## src/common/ssp_cfg.svh

```systemverilog
// constants for the software stack pointer block
`ifndef SSP_CFG_SVH
`define SSP_CFG_SVH
`define SSP_RESET_SP      16'h0800
`define SSP_UNDERFLOW_LIM 16'h0800
`define SSP_WORD_STEP     16'h0002
`define SSP_PC_MSB        23
`endif

```

## src/common/ssp_pkg.sv

```systemverilog
// types for the software stack pointer block
`default_nettype none
package ssp_pkg;
    typedef enum logic [2:0] {
        SSP_OP_NONE  = 3'b000,
        SSP_OP_PUSH  = 3'b001,
        SSP_OP_POP   = 3'b010,
        SSP_OP_CALL  = 3'b011,
        SSP_OP_EXC   = 3'b100,
        SSP_OP_WRITE = 3'b101
    } ssp_op_t;
endpackage : ssp_pkg
`default_nettype wire

```

## src/ssp_limit_check.sv

```systemverilog
// stack limit register and stack error check
`timescale 1ns/10ps
`default_nettype none
`include "ssp_cfg.svh"
module ssp_limit_check (
    input  wire logic        core_clk,
    input  wire logic        rst_n,
    input  wire logic        limWrite,
    input  wire logic [15:0] limData,
    input  wire logic        pushReq,
    input  wire logic        spAccess,
    input  wire logic [15:0] spValue,
    input  wire logic [15:0] effAddr,
    output logic             overflowErr,
    output logic             underflowErr,
    output logic [15:0]      stackLimit
);
    // limit has no reset value: software must load it before relying on it
    always_ff @(posedge core_clk) begin
        if (limWrite) begin
            stackLimit <= {limData[15:1], 1'b0};
        end
    end

    // push at pointer equal to limit is allowed; one beyond traps
    assign overflowErr  = spAccess && pushReq && (effAddr > stackLimit);
    assign underflowErr = spAccess && (spValue < `SSP_UNDERFLOW_LIM);

    AST_LIM_LOAD: assert property (
        @(posedge core_clk) disable iff (!rst_n)
        $past(limWrite) |-> stackLimit == {$past(limData[15:1]), 1'b0})
        else $error("limit load lost");
endmodule : ssp_limit_check
`default_nettype wire

```

## src/ssp_stack_pointer.sv

```systemverilog
// software stack pointer working register with push, pop and traps
//
// Summary of operation
// - working register also serves as stack pointer
// - pointer addresses next free word, grows upward
// - push writes then increments; pop decrements then reads
// - call pushes program counter with top bit clear
// - push beyond stack limit raises stack error
// - push or pop access at an address below 0x0800 raises underflow error
// - exception push puts status low byte on top
// - limit register unreset, bit 0 forced zero
`timescale 1ns/10ps
`default_nettype none
`include "ssp_cfg.svh"
module ssp_stack_pointer #(
    parameter int PC_W = 24
) (
    input  wire logic             core_clk,
    input  wire logic             rst_n,
    input  wire ssp_pkg::ssp_op_t opCode,
    input  wire logic [15:0]      regWriteData,
    input  wire logic [15:0]      pushData,
    input  wire logic [PC_W-1:0]  programCounter,
    input  wire logic [7:0]       statusLowByte,
    input  wire logic             limWrite,
    input  wire logic [15:0]      limData,
    input  wire logic [15:0]      memReadData,
    output logic [15:0]           stackPointer,
    output logic [15:0]           memAddr,
    output logic [15:0]           memWriteData,
    output logic                  memWrite,
    output logic                  memRead,
    output logic [15:0]           popData,
    output logic                  popValid,
    output logic                  stackErrTrap,
    output logic                  underflowTrap
);
    import ssp_pkg::*;

    typedef enum logic [1:0] {
        SSP_IDLE  = 2'b00,
        SSP_HIGH  = 2'b01,
        SSP_RDWT  = 2'b10
    } ssp_state_t;

    ssp_state_t  state;
    logic [15:0] pcHighWord;
    logic [15:0] next_sp;
    logic        pushing;
    logic        spAccess;
    logic        ovf;
    logic        unf;
    logic [15:0] stackLimit;
    logic [15:0] effAddr;

    // two-word frame: low pc word first, then high word
    always_comb begin
        pcHighWord = {{(16 - (PC_W - 16)){1'b0}}, programCounter[PC_W-1:16]};
        if (opCode == SSP_OP_EXC) begin
            pcHighWord = {statusLowByte, pcHighWord[7:0]};
        end
        pcHighWord[15] = (opCode == SSP_OP_EXC) ? statusLowByte[7] : 1'b0;
        if (opCode != SSP_OP_EXC) begin
            pcHighWord[PC_W-17] = 1'b0;
        end
    end

    assign pushing  = (state == SSP_IDLE) &&
                      (opCode == SSP_OP_PUSH || opCode == SSP_OP_CALL ||
                       opCode == SSP_OP_EXC) || (state == SSP_HIGH);
    assign spAccess = pushing ||
                      ((state == SSP_IDLE) && (opCode == SSP_OP_POP));
    assign effAddr  = pushing ? stackPointer
                              : stackPointer - `SSP_WORD_STEP;

    ssp_limit_check u_limit (
        .core_clk     (core_clk),
        .rst_n        (rst_n),
        .limWrite     (limWrite),
        .limData      (limData),
        .pushReq      (pushing),
        .spAccess     (spAccess),
        .spValue      (effAddr),
        .effAddr      (effAddr),
        .overflowErr  (ovf),
        .underflowErr (unf),
        .stackLimit   (stackLimit)
    );

    always_comb begin
        next_sp = stackPointer;
        if (state == SSP_IDLE && opCode == SSP_OP_WRITE) begin
            next_sp = {regWriteData[15:1], 1'b0};
        end else if (pushing) begin
            next_sp = stackPointer + `SSP_WORD_STEP;
        end else if (state == SSP_IDLE && opCode == SSP_OP_POP) begin
            next_sp = stackPointer - `SSP_WORD_STEP;
        end
    end

    always_ff @(posedge core_clk or negedge rst_n) begin
        if (!rst_n) begin
            stackPointer <= `SSP_RESET_SP;
        end else begin
            stackPointer <= next_sp;
        end
    end

    always_ff @(posedge core_clk or negedge rst_n) begin
        if (!rst_n) begin
            state <= SSP_IDLE;
        end else begin
            case (state)
                SSP_IDLE: begin
                    if (opCode == SSP_OP_CALL || opCode == SSP_OP_EXC) begin
                        state <= SSP_HIGH;
                    end else if (opCode == SSP_OP_POP) begin
                        state <= SSP_RDWT;
                    end
                end
                default: state <= SSP_IDLE;
            endcase
        end
    end

    logic [15:0] heldHigh;
    always_ff @(posedge core_clk or negedge rst_n) begin
        if (!rst_n) begin
            heldHigh <= 16'h0000;
        end else if (state == SSP_IDLE) begin
            heldHigh <= pcHighWord;
        end
    end

    // memory side: write at old pointer, read at decremented pointer
    always_ff @(posedge core_clk or negedge rst_n) begin
        if (!rst_n) begin
            memAddr      <= 16'h0000;
            memWriteData <= 16'h0000;
            memWrite     <= 1'b0;
            memRead      <= 1'b0;
        end else begin
            memAddr  <= effAddr;
            memWrite <= pushing;
            memRead  <= (state == SSP_IDLE) && (opCode == SSP_OP_POP);
            if (state == SSP_HIGH) begin
                memWriteData <= heldHigh;
            end else if (opCode == SSP_OP_PUSH) begin
                memWriteData <= pushData;
            end else begin
                memWriteData <= programCounter[15:0];
            end
        end
    end

    always_ff @(posedge core_clk or negedge rst_n) begin
        if (!rst_n) begin
            popData  <= 16'h0000;
            popValid <= 1'b0;
        end else begin
            popValid <= (state == SSP_RDWT);
            if (state == SSP_RDWT) begin
                popData <= memReadData;
            end
        end
    end

    always_ff @(posedge core_clk or negedge rst_n) begin
        if (!rst_n) begin
            stackErrTrap  <= 1'b0;
            underflowTrap <= 1'b0;
        end else begin
            stackErrTrap  <= ovf;
            underflowTrap <= unf;
        end
    end

    AST_SP_ALIGNED: assert property (
        @(posedge core_clk) disable iff (!rst_n)
        stackPointer[0] == 1'b0) else $error("pointer misaligned");
    AST_PUSH_INC: assert property (
        @(posedge core_clk) disable iff (!rst_n)
        (state == SSP_IDLE && opCode == SSP_OP_PUSH) |=>
        stackPointer == $past(stackPointer) + 16'h0002 &&
        memWrite && memAddr == $past(stackPointer))
        else $error("push did not post-increment");
    AST_POP_DEC: assert property (
        @(posedge core_clk) disable iff (!rst_n)
        (state == SSP_IDLE && opCode == SSP_OP_POP) |=>
        memRead && memAddr == stackPointer &&
        stackPointer == $past(stackPointer) - 16'h0002)
        else $error("pop did not pre-decrement");
    // the pc top bit lands in bit PC_W-17 of the high word
    AST_CALL_MSB: assert property (
        @(posedge core_clk) disable iff (!rst_n)
        (state == SSP_IDLE && opCode == SSP_OP_CALL) |=> ##1
        memWrite && memWriteData[15] == 1'b0 &&
        memWriteData[PC_W-17] == 1'b0)
        else $error("call pushed set top bit");
    AST_EXC_SRL: assert property (
        @(posedge core_clk) disable iff (!rst_n)
        (state == SSP_IDLE && opCode == SSP_OP_EXC) |=> ##1
        memWriteData[15:8] == $past(statusLowByte, 2))
        else $error("exception frame lacks status");
    AST_UNDERFLOW: assert property (
        @(posedge core_clk) disable iff (!rst_n)
        (spAccess && effAddr < 16'h0800) |=> underflowTrap)
        else $error("underflow not trapped");
    AST_LIMIT_EQ: assert property (
        @(posedge core_clk) disable iff (!rst_n)
        (pushing && effAddr == stackLimit) |=> !stackErrTrap)
        else $error("trap at equal limit");
    AST_LIMIT_OVER: assert property (
        @(posedge core_clk) disable iff (!rst_n)
        (pushing && effAddr > stackLimit) |=> stackErrTrap)
        else $error("push beyond limit not trapped");
    AST_WRITE_REG: assert property (
        @(posedge core_clk) disable iff (!rst_n)
        (state == SSP_IDLE && opCode == SSP_OP_WRITE) |=>
        stackPointer == {$past(regWriteData[15:1]), 1'b0})
        else $error("register write lost");
    AST_LIM_BIT0: assert property (
        @(posedge core_clk) disable iff (!rst_n)
        $past(limWrite) |-> stackLimit[0] == 1'b0)
        else $error("limit bit 0 set");
endmodule : ssp_stack_pointer
`default_nettype wire

```

## config.mk

```make
export PLATFORM = sky130hd
export DESIGN_NAME = ssp_stack_pointer
export DESIGN_NICKNAME = d
export VERILOG_FILES = /design/src/common/ssp_pkg.sv /design/src/ssp_limit_check.sv /design/src/ssp_stack_pointer.sv
export VERILOG_INCLUDE_DIRS = /design/src /design/src/common
export SDC_FILE = /design/constraint.sdc
export NUM_CORES = 1
export LEC_CHECK = 0
export BUFFER_PORTS_ARGS = -buffer_cell sky130_fd_sc_hd__buf_2
export CORE_ASPECT_RATIO = 0.9
export CORE_MARGIN = 10
export CORE_UTILIZATION = 45
export CTS_CLUSTER_DIAMETER = 40
export DETAILED_ROUTE_END_ITERATION = 16
export PLACE_DENSITY = 0.76
export SYNTH_ARGS = -nofsm -noshare
export SYNTH_HDL_FRONTEND = slang
export SYNTH_SLANG_ARGS = --single-unit
```

## constraint.sdc

```tcl
create_clock -name core_clk -period 2.65 [get_ports core_clk]
set_input_delay 0.1325 -clock core_clk [delete_from_list [all_inputs] [get_ports core_clk]]
set_output_delay 0.1325 -clock core_clk [all_outputs]
set_load 0.1 [all_outputs]
```

==> results of run 1 <==
cells by family (layout without fill, tap and decap cells):
family,Yosys count,count (layout),share of synthesized area
AOI/OAI and AO/OA,88,88,0.1166
and+or+nand+nor,139,139,0.1417
adders and majority gates,19,19,0.04969
buffers and inverters,49,276,0.04602
xor gates and xnor gates,18,18,0.03295
other,1,2,0.0007838
muxes,33,33,0.07322
DFF,100,100,0.5390
tightest hold or removal path: cells and delay by family:
kind / cells / cell delay (ns)
AO/OA/AOI/OAI: 1 / 0.06
buffers and inverters: 1 / 0.08
AND/OR/NAND/NOR: 1 / 0.04
timing repair:
item | CTS | global route
hold endpoints to repair | 74 | 0
setup endpoints to repair | 1 | 1
resized for setup | 6 | 8
setup buffers | 0 | 1
pin swaps | 7 | 6
hold buffers | 25 | 0
routing by layer:
layer,vias to the layer above,global-route usage
li1,2020,-
met1,2002,0.2189
met2,206,0.3163
met3,14,0.06754
met4,0,0.04474
met5,-,0
state kept, by name, summed over array words and instances, names as in the netlist, 2 cells and up:
signal	count
heldHigh	16
memWriteData	16
popData	16
memAddr	15
stackPointer	15
u_limit.stackLimit	15
state	2
power by group through the flow:
| stage | Sequential, mW | Clock (mW) | Combinational [mW] |
|---|---|---|---|
| 6_report | 2.04 | 1.23 | 3.73 |
| 5_1_grt | 2.08 | 1.31 | 3.92 |
| 4_1_cts | 2.02 | 1.25 | 3.72 |
| 3_5_place_dp | 2.05 | 0 | 3.67 |
| 3_3_place_gp | 2.04 | 0 | 3.62 |
| 2_1_floorplan | 4.02 | 0 | 0.816 |
through the flow:
| stage | power [mW] | hold slack, ns | utilization | worst slack, ns | area (um2) |
|---|---|---|---|---|---|
| after floorplan | 4.833 | -0.1631 | - | -0.4657 | 4808 |
| after global placement | 5.654 | 0.2006 | 0.5823 | -0.1870 | 6018 |
| after detailed placement | 5.721 | 0.2140 | 0.5823 | -0.2687 | 6018 |
| after CTS | 6.998 | 0.001408 | 0.6349 | -0.1373 | 6561 |
| after global routing | 7.304 | 0.01192 | 0.6384 | -0.2532 | 6598 |
| final | 7.003 | 0.009291 | 0.6384 | -0.1400 | 6598 |
final timing paths:
path	from	to	slack (ns)
min in group asynchronous	rst_n	popData[11]	0.38
min reg2reg	heldHigh[0]	heldHigh[0]	0.48
min	regWriteData[1]	stackPointer[1]	0.009
max reg2reg	stackPointer[9]	stackErrTrap	-0.14
max	stackPointer[9]	stackErrTrap	-0.14
max in group asynchronous	rst_n	heldHigh[8]	1.57
placed cells by master (no fill, tap or decap), drive strengths merged, types with 3 or more instances in the layout:
cell | Yosys | final
a21o | 3 | 3
a21oi | 18 | 18
a22o | 9 | 9
a31oi | 6 | 6
buf | 9 | 214
clkbuf | 19 | 10
clkinv | 1 | 4
dfrtp | 84 | 84
dlygate4sd3 | 0 | 25
edfxtp | 15 | 15
ha | 19 | 19
inv | 20 | 22
mux2 | 16 | 16
mux2i | 17 | 17
nand2 | 54 | 54
nand3 | 9 | 9
nand4 | 7 | 7
nor2 | 28 | 28
nor2b | 4 | 4
nor3 | 8 | 8
o21ai | 31 | 31
o22ai | 3 | 3
or2 | 4 | 4
or3 | 7 | 7
or4 | 6 | 6
xnor2 | 13 | 13
xor2 | 5 | 5
area by class of cell:
type / instances / area, um2 / area share
inverter: 21 / 80.08 / 0.01214
clock inverter: 6 / 48.80 / 0.007396
timing repair buffer: 239 / 1444 / 0.2188
clock buffer: 10 / 229.0 / 0.03471
tap: 129 / 161.4 / 0.02446
sequential: 100 / 2591 / 0.3928
multi-input combinational: 299 / 2043 / 0.3097
==> impl_metrics.yaml, run 1 <==
run_status:
  status: "finished with violations"
  failed_checks: "setup timing"
sta:
  fmax_ghz: 0.3584
  drv_slew: 0
  finalClockSkew_ns: 0.009182
  fin_crit_sh: 1.053
  setup_violations: 1
  maxSlewHeadroom: 0.5603
  worst_slew_pin_slew_ns: 0.6596
  finalHoldViolCount: 0
  rsz0062_at_grt: "true"
  fin_tns_setup_ns: -0.1400
  worst_slack_ns: -0.1400
  finalCriticalPeriod_ns: 2.790
clock_network:
  clock_latency_ns: 0.34
  numCtsBuffers: 9
  cts_buffer_depth: 2
  clk_pin_slew_ns: 0.07
  cts-root-buf: "clkbuf_16"
  cts.sinks: 100
  cts_tree: "done"
  htree_levels: 3
worst_setup_path:
  rr_worst_depth: 9
  crit_arrival_ns: 3.03
  crit_type: "flip-flop to flip-flop"
  cp_slowest_cell: "or4_4"
  start_kind: "flip-flop"
  critPathTopFamily: "simple AND/OR/NAND/NOR gates"
  critPathBufInv: 0
  endpoint_kind: "flip-flop"
  cp_common_cell: "or4_4"
  worstPathMaxFanout: 2
  cp_cell_sequence: "or4_4, or2_1, or4_4, xnor2_2, ha_1, nand4_1, nor2_2, o21ai_1, a221oi_1"
  cp.depth: 9
  worstPathRequired_ns: 2.89
  max_stage_delay_ns: 0.55
route:
  wl_met3_mm: 1.580
  drc_errors: 0
  met2_wirelength_mm: 6.921
  vias: 4242
  wl_per_cell_um: 17.85
  wl_met1_mm: 5.686
  drt_iter0_markers: 322
  postRouteAntennaNets: 0
  highest_layer: "met4"
  routed_via_density: 5.276
  wirelength_mm: 14.35
  first_pass_iters: 5
synthesis:
  yosys.area.top_type: "dfrtp_1"
  async_reset_ff_frac: 0.8500
  synth_area_leaders: "dfrtp_1, edfxtp_1, ha_1, nand2_1, mux2_2"
  synth_flop_cell: "dfrtp_1"
  synth_edf_count: 15
  yosysWarnings: 0
  synthTopCellsByCount: "dfrtp_1, nand2_1, o21ai_0"
  netlist_area_um2: 4785
  avgSynthCellArea_um2: 10.70
  synthCells: 447
  synth_cell_types: 59
  yosys_register_bits: 100
  ys_seq_area_frac: 0.5390
  synth.top_cell.area_share: 0.4393
  synth_most_common_cell: "dfrtp_1"
global_route:
  grt_pass1_wl_mm: 23.00
  grt_pass1_vias: 4515
  grt_max_degree: 54
  grt_overflow_total: 0
  track_usage: 0.1869
  antenna_found_initial: 0
layout:
  final.fill_count: 822
  insertedDiodeCount: 0
  syn_to_final_growth_pct: 37.89
  instances_no_fill: 804
  drive_gt1_frac: 0.4015
  nets: 791
floorplanning:
  die_h_um: 117.8
  io_pins: 171
  coreArea_um2: 10330
  core.rowCount: 35
  die_area_um2: 15160
  start_util: 0.4630
  die_x_um: 128.7
power_and_ir_drop:
  p_switching_mw: 3.625
  total_leakage_power_nw: 3.129
  power_per_cell_area_nw_per_um2: 1061
  pwr-share-clk: 0.175
  combPwrFrac: 0.533
  p_sw_frac: 0.5177
  ir_drop_mv: 1.042
  seqPwrFrac: 0.292
  internal_power_mw: 3.378
run:
  maxCapViolCount: 0
place:
  dp_cells: 762
  gp_congestion: 0.8704
  place_hpwl_mm: 10.82
  portBuffers: 166
min_path:
  hp-class: "primary input to flip-flop"
  holdPathStages: 3
No activity file was read; power rests on OpenSTA's default activity.
==> inputs of run 2 (changes only) <==
--- a/config.mk
+++ b/config.mk
@@ -6,13 +6,14 @@
 export SDC_FILE = /design/constraint.sdc
 export NUM_CORES = 1
 export LEC_CHECK = 0
+export ABC_AREA = 1
 export BUFFER_PORTS_ARGS = -buffer_cell sky130_fd_sc_hd__buf_2
 export CORE_ASPECT_RATIO = 0.9
 export CORE_MARGIN = 10
-export CORE_UTILIZATION = 45
+export CORE_UTILIZATION = 46
 export CTS_CLUSTER_DIAMETER = 40
 export DETAILED_ROUTE_END_ITERATION = 16
-export PLACE_DENSITY = 0.76
+export PLACE_DENSITY = 0.77
 export SYNTH_ARGS = -nofsm -noshare
 export SYNTH_HDL_FRONTEND = slang
 export SYNTH_SLANG_ARGS = --single-unit
==> impl_metrics.yaml, run 2 <==
global_route:
  grt_pass1_vias: 4884
  grt_overflow_total: 0
  use_met2: 0.3084
  grt_pass1_wl_mm: 24.79
  track_usage: 0.1886
  met3_usage: 0.07326
  antenna_found_initial: 0
  grt_max_degree: 60
  grtUsageMet1: 0.2341
  globalRoute.busiestLayer: "met2"
place:
  portBuffers: 166
  dp_cells: 957
  gp_congestion: 0.9106
  place_hpwl_mm: 11.21
sta:
  fmax_ghz: 0.4006
  setup_violations: 0
  fin_crit_sh: 0.9421
  worst_slew_pin_slew_ns: 1.077
  finalCriticalPeriod_ns: 2.497
  finalHoldViolCount: 0
  drv_slew: 0
  finalClockSkew_ns: 0.007271
  fin_tns_setup_ns: 0
  rsz0062_at_grt: "false"
  hold_ws_ns: 0.02666
  maxSlewHeadroom: 0.2804
route:
  wl_per_cell_um: 14.99
  wirelength_mm: 15.14
  drt_iter0_markers: 300
  routed_via_density: 4.823
  postRouteAntennaNets: 0
  drc_errors: 0
  vias: 4871
  first_pass_iters: 4
layout:
  final_cell_mix: "nand2_1, buf_2, dfrtp_1, nand3_1, nor2_1"
  instances_no_fill: 1010
  syn_to_final_growth_pct: 32.43
  drive_gt1_frac: 0.2809
  reg_top3: "heldHigh x16, memWriteData x16, popData x16"
  nets: 974
  final_common_cell: "nand2_1"
  final.fill_count: 951
  insertedDiodeCount: 0
synthesis:
  ys_seq_area_frac: 0.4940
  synth_most_common_cell: "nand2_1"
  synthMuxAreaShare: 0
  netlist_area_um2: 5220
  synth_flop_cell: "dfrtp_1"
  synth_top_family_by_area: "simple AND/OR/NAND/NOR gates"
  synthTopCellsByCount: "nand2_1, dfrtp_1, nand3_1"
  synth-compound-area-share: 0.07407
  synth.top_cell.area_share: 0.4027
  async_reset_ff_frac: 0.8500
  synthCells: 647
  synth_edf_count: 15
  synth_area_leaders: "dfrtp_1, nand2_1, edfxtp_1, nand3_1, ha_1"
  yosys.area.top_type: "dfrtp_1"
  avgSynthCellArea_um2: 8.068
  synth_cell_types: 38
  synth_xor_area_frac: 0.01174
  synth_simple_gate_area_share: 0.3039
  yosys_register_bits: 100
  synthAdderAreaFrac: 0.04554
  yosysWarnings: 0
worst_setup_path:
  r2r_start: "stackPointer[2]"
  rr_worst_depth: 12
  r2r_slack_ns: 0.15
  start_kind: "flip-flop"
  worstPathRequired_ns: 2.86
  cp_cell_sequence: "inv_1, ha_1, nand2_1, nor2_2, buf_4, xor2_1, nand2_1, o21ai_1, ha_1, a21o_1, o31ai_1, a21oi_1"
  endpoint_kind: "flip-flop"
  worstPathMaxFanout: 5
  crit_type: "flip-flop to flip-flop"
  reg2reg_to: "stackErrTrap"
  crit_arrival_ns: 2.71
  max_stage_delay_ns: 0.43
  critPathTopFamily: "compound AO/OA/AOI/OAI gates"
  critPathBufInv: 2
  cp_slowest_cell: "dfrtp_2"
clock_network:
  htree_levels: 3
  clock_latency_ns: 0.34
  clk_pin_slew_ns: 0.07
  cts-root-buf: "clkbuf_16"
  cts_buffer_depth: 2
  cts_tree: "done"
  numCtsBuffers: 9
  cts.sinks: 100
min_path:
  hp-start: "memReadData[15]"
  holdPathStages: 3
  hold_end: "popData[15]"
  hp-class: "primary input to flip-flop"
power_and_ir_drop:
  p_sw_frac: 0.5646
  pwr-share-clk: 0.154
  finalPower_mw: 8.080
  power_per_cell_area_nw_per_um2: 1169
  seqPwrFrac: 0.272
  combPwrFrac: 0.575
  ir_drop_mv: 0.4048
  internal_power_mw: 3.518
  total_leakage_power_nw: 3.674
  p_switching_mw: 4.563
floorplanning:
  die_area_um2: 16020
  coreArea_um2: 10950
  die_x_um: 132.3
  core.rowCount: 36
  io_pins: 171
  die_h_um: 121.1
  start_util: 0.4769
run_status:
  status: "completed"
run:
  maxCapViolCount: 0
## run 2: layout make-up
| type | count | area (um2) | share of cell area |
|---|---|---|---|
| multi-input cells | 465 | 2295 | 0.3319 |
| inverters | 56 | 210.2 | 0.03041 |
| flip-flops and latches | 100 | 2587 | 0.3743 |
| clock inverters | 5 | 36.28 | 0.005249 |
| well taps | 152 | 190.2 | 0.02751 |
| clock buffers | 11 | 242.7 | 0.03511 |
| repair buffers | 221 | 1351 | 0.1955 |
## run 2: cell families (layout without fill, tap and decap cells)
kind of cell	after synthesis	in the layout
and+or+nand+nor	369	369
DFF	100	100
buffers and inverters	83	293
AOI/OAI and AO/OA	68	68
adders and majority gates	19	19
xor gates and xnor gates	7	7
other	1	2
## run 2: power groups by stage
| stage | registers, mW | logic, mW | clock network (mW) |
|---|---|---|---|
| floorplan | 4.51 | 1.31 | 0 |
| detailed placement | 2.22 | 4.57 | 0 |
| global route | 2.25 | 4.95 | 1.34 |
| finish | 2.20 | 4.64 | 1.24 |
| global placement | 2.20 | 4.53 | 0 |
| CTS | 2.19 | 4.62 | 1.27 |
## run 2: worst reg2reg max path: cells and delay by family (launching register included)
family / cells / cell delay [ns]
simple gates: 3 / 0.38
fa+ha+maj: 2 / 0.53
compound gates: 4 / 0.69
flops: 1 / 0.43
buf+inv: 2 / 0.20
xor+xnor: 1 / 0.15
## run 2: per-layer routing
metal  up-vias  wire length (um)
met4         0                91
li1       2484                 -
met1      2219              6648
met3        10              1379
met2       158              7022
met5         -                 0
## run 2: worst max-delay path by stage
stage	to	start	cells after the start	slack [ns]
floorplan	stackErrTrap	stackPointer[1]	13	0.01
global placement	stackErrTrap	stackPointer[2]	14	0.21
detailed placement	stackErrTrap	stackPointer[2]	14	0.11
CTS	stackErrTrap	stackPointer[2]	14	0.10
global route	stackErrTrap	stackPointer[1]	12	0.01
finish	stackErrTrap	stackPointer[2]	12	0.15
## run 2: repair_timing
item / 4_1_cts / 5_1_grt
hold buffers: 37 / 0
gates resized for setup: 0 / 4
buffers inserted: 0 / 0
hold endpoints to repair: 93 / 0
setup endpoints to repair: 0 / 1
## run 2: through the flow
stage	setup WS, ns	utilization	cell area (um2)
floorplan	0.01072	-	5233
global placement	0.2060	0.5709	6248
detailed placement	0.1086	0.5709	6248
CTS	0.1040	0.6302	6898
global route	0.01060	0.6316	6913
finish	0.1534	0.6316	6913
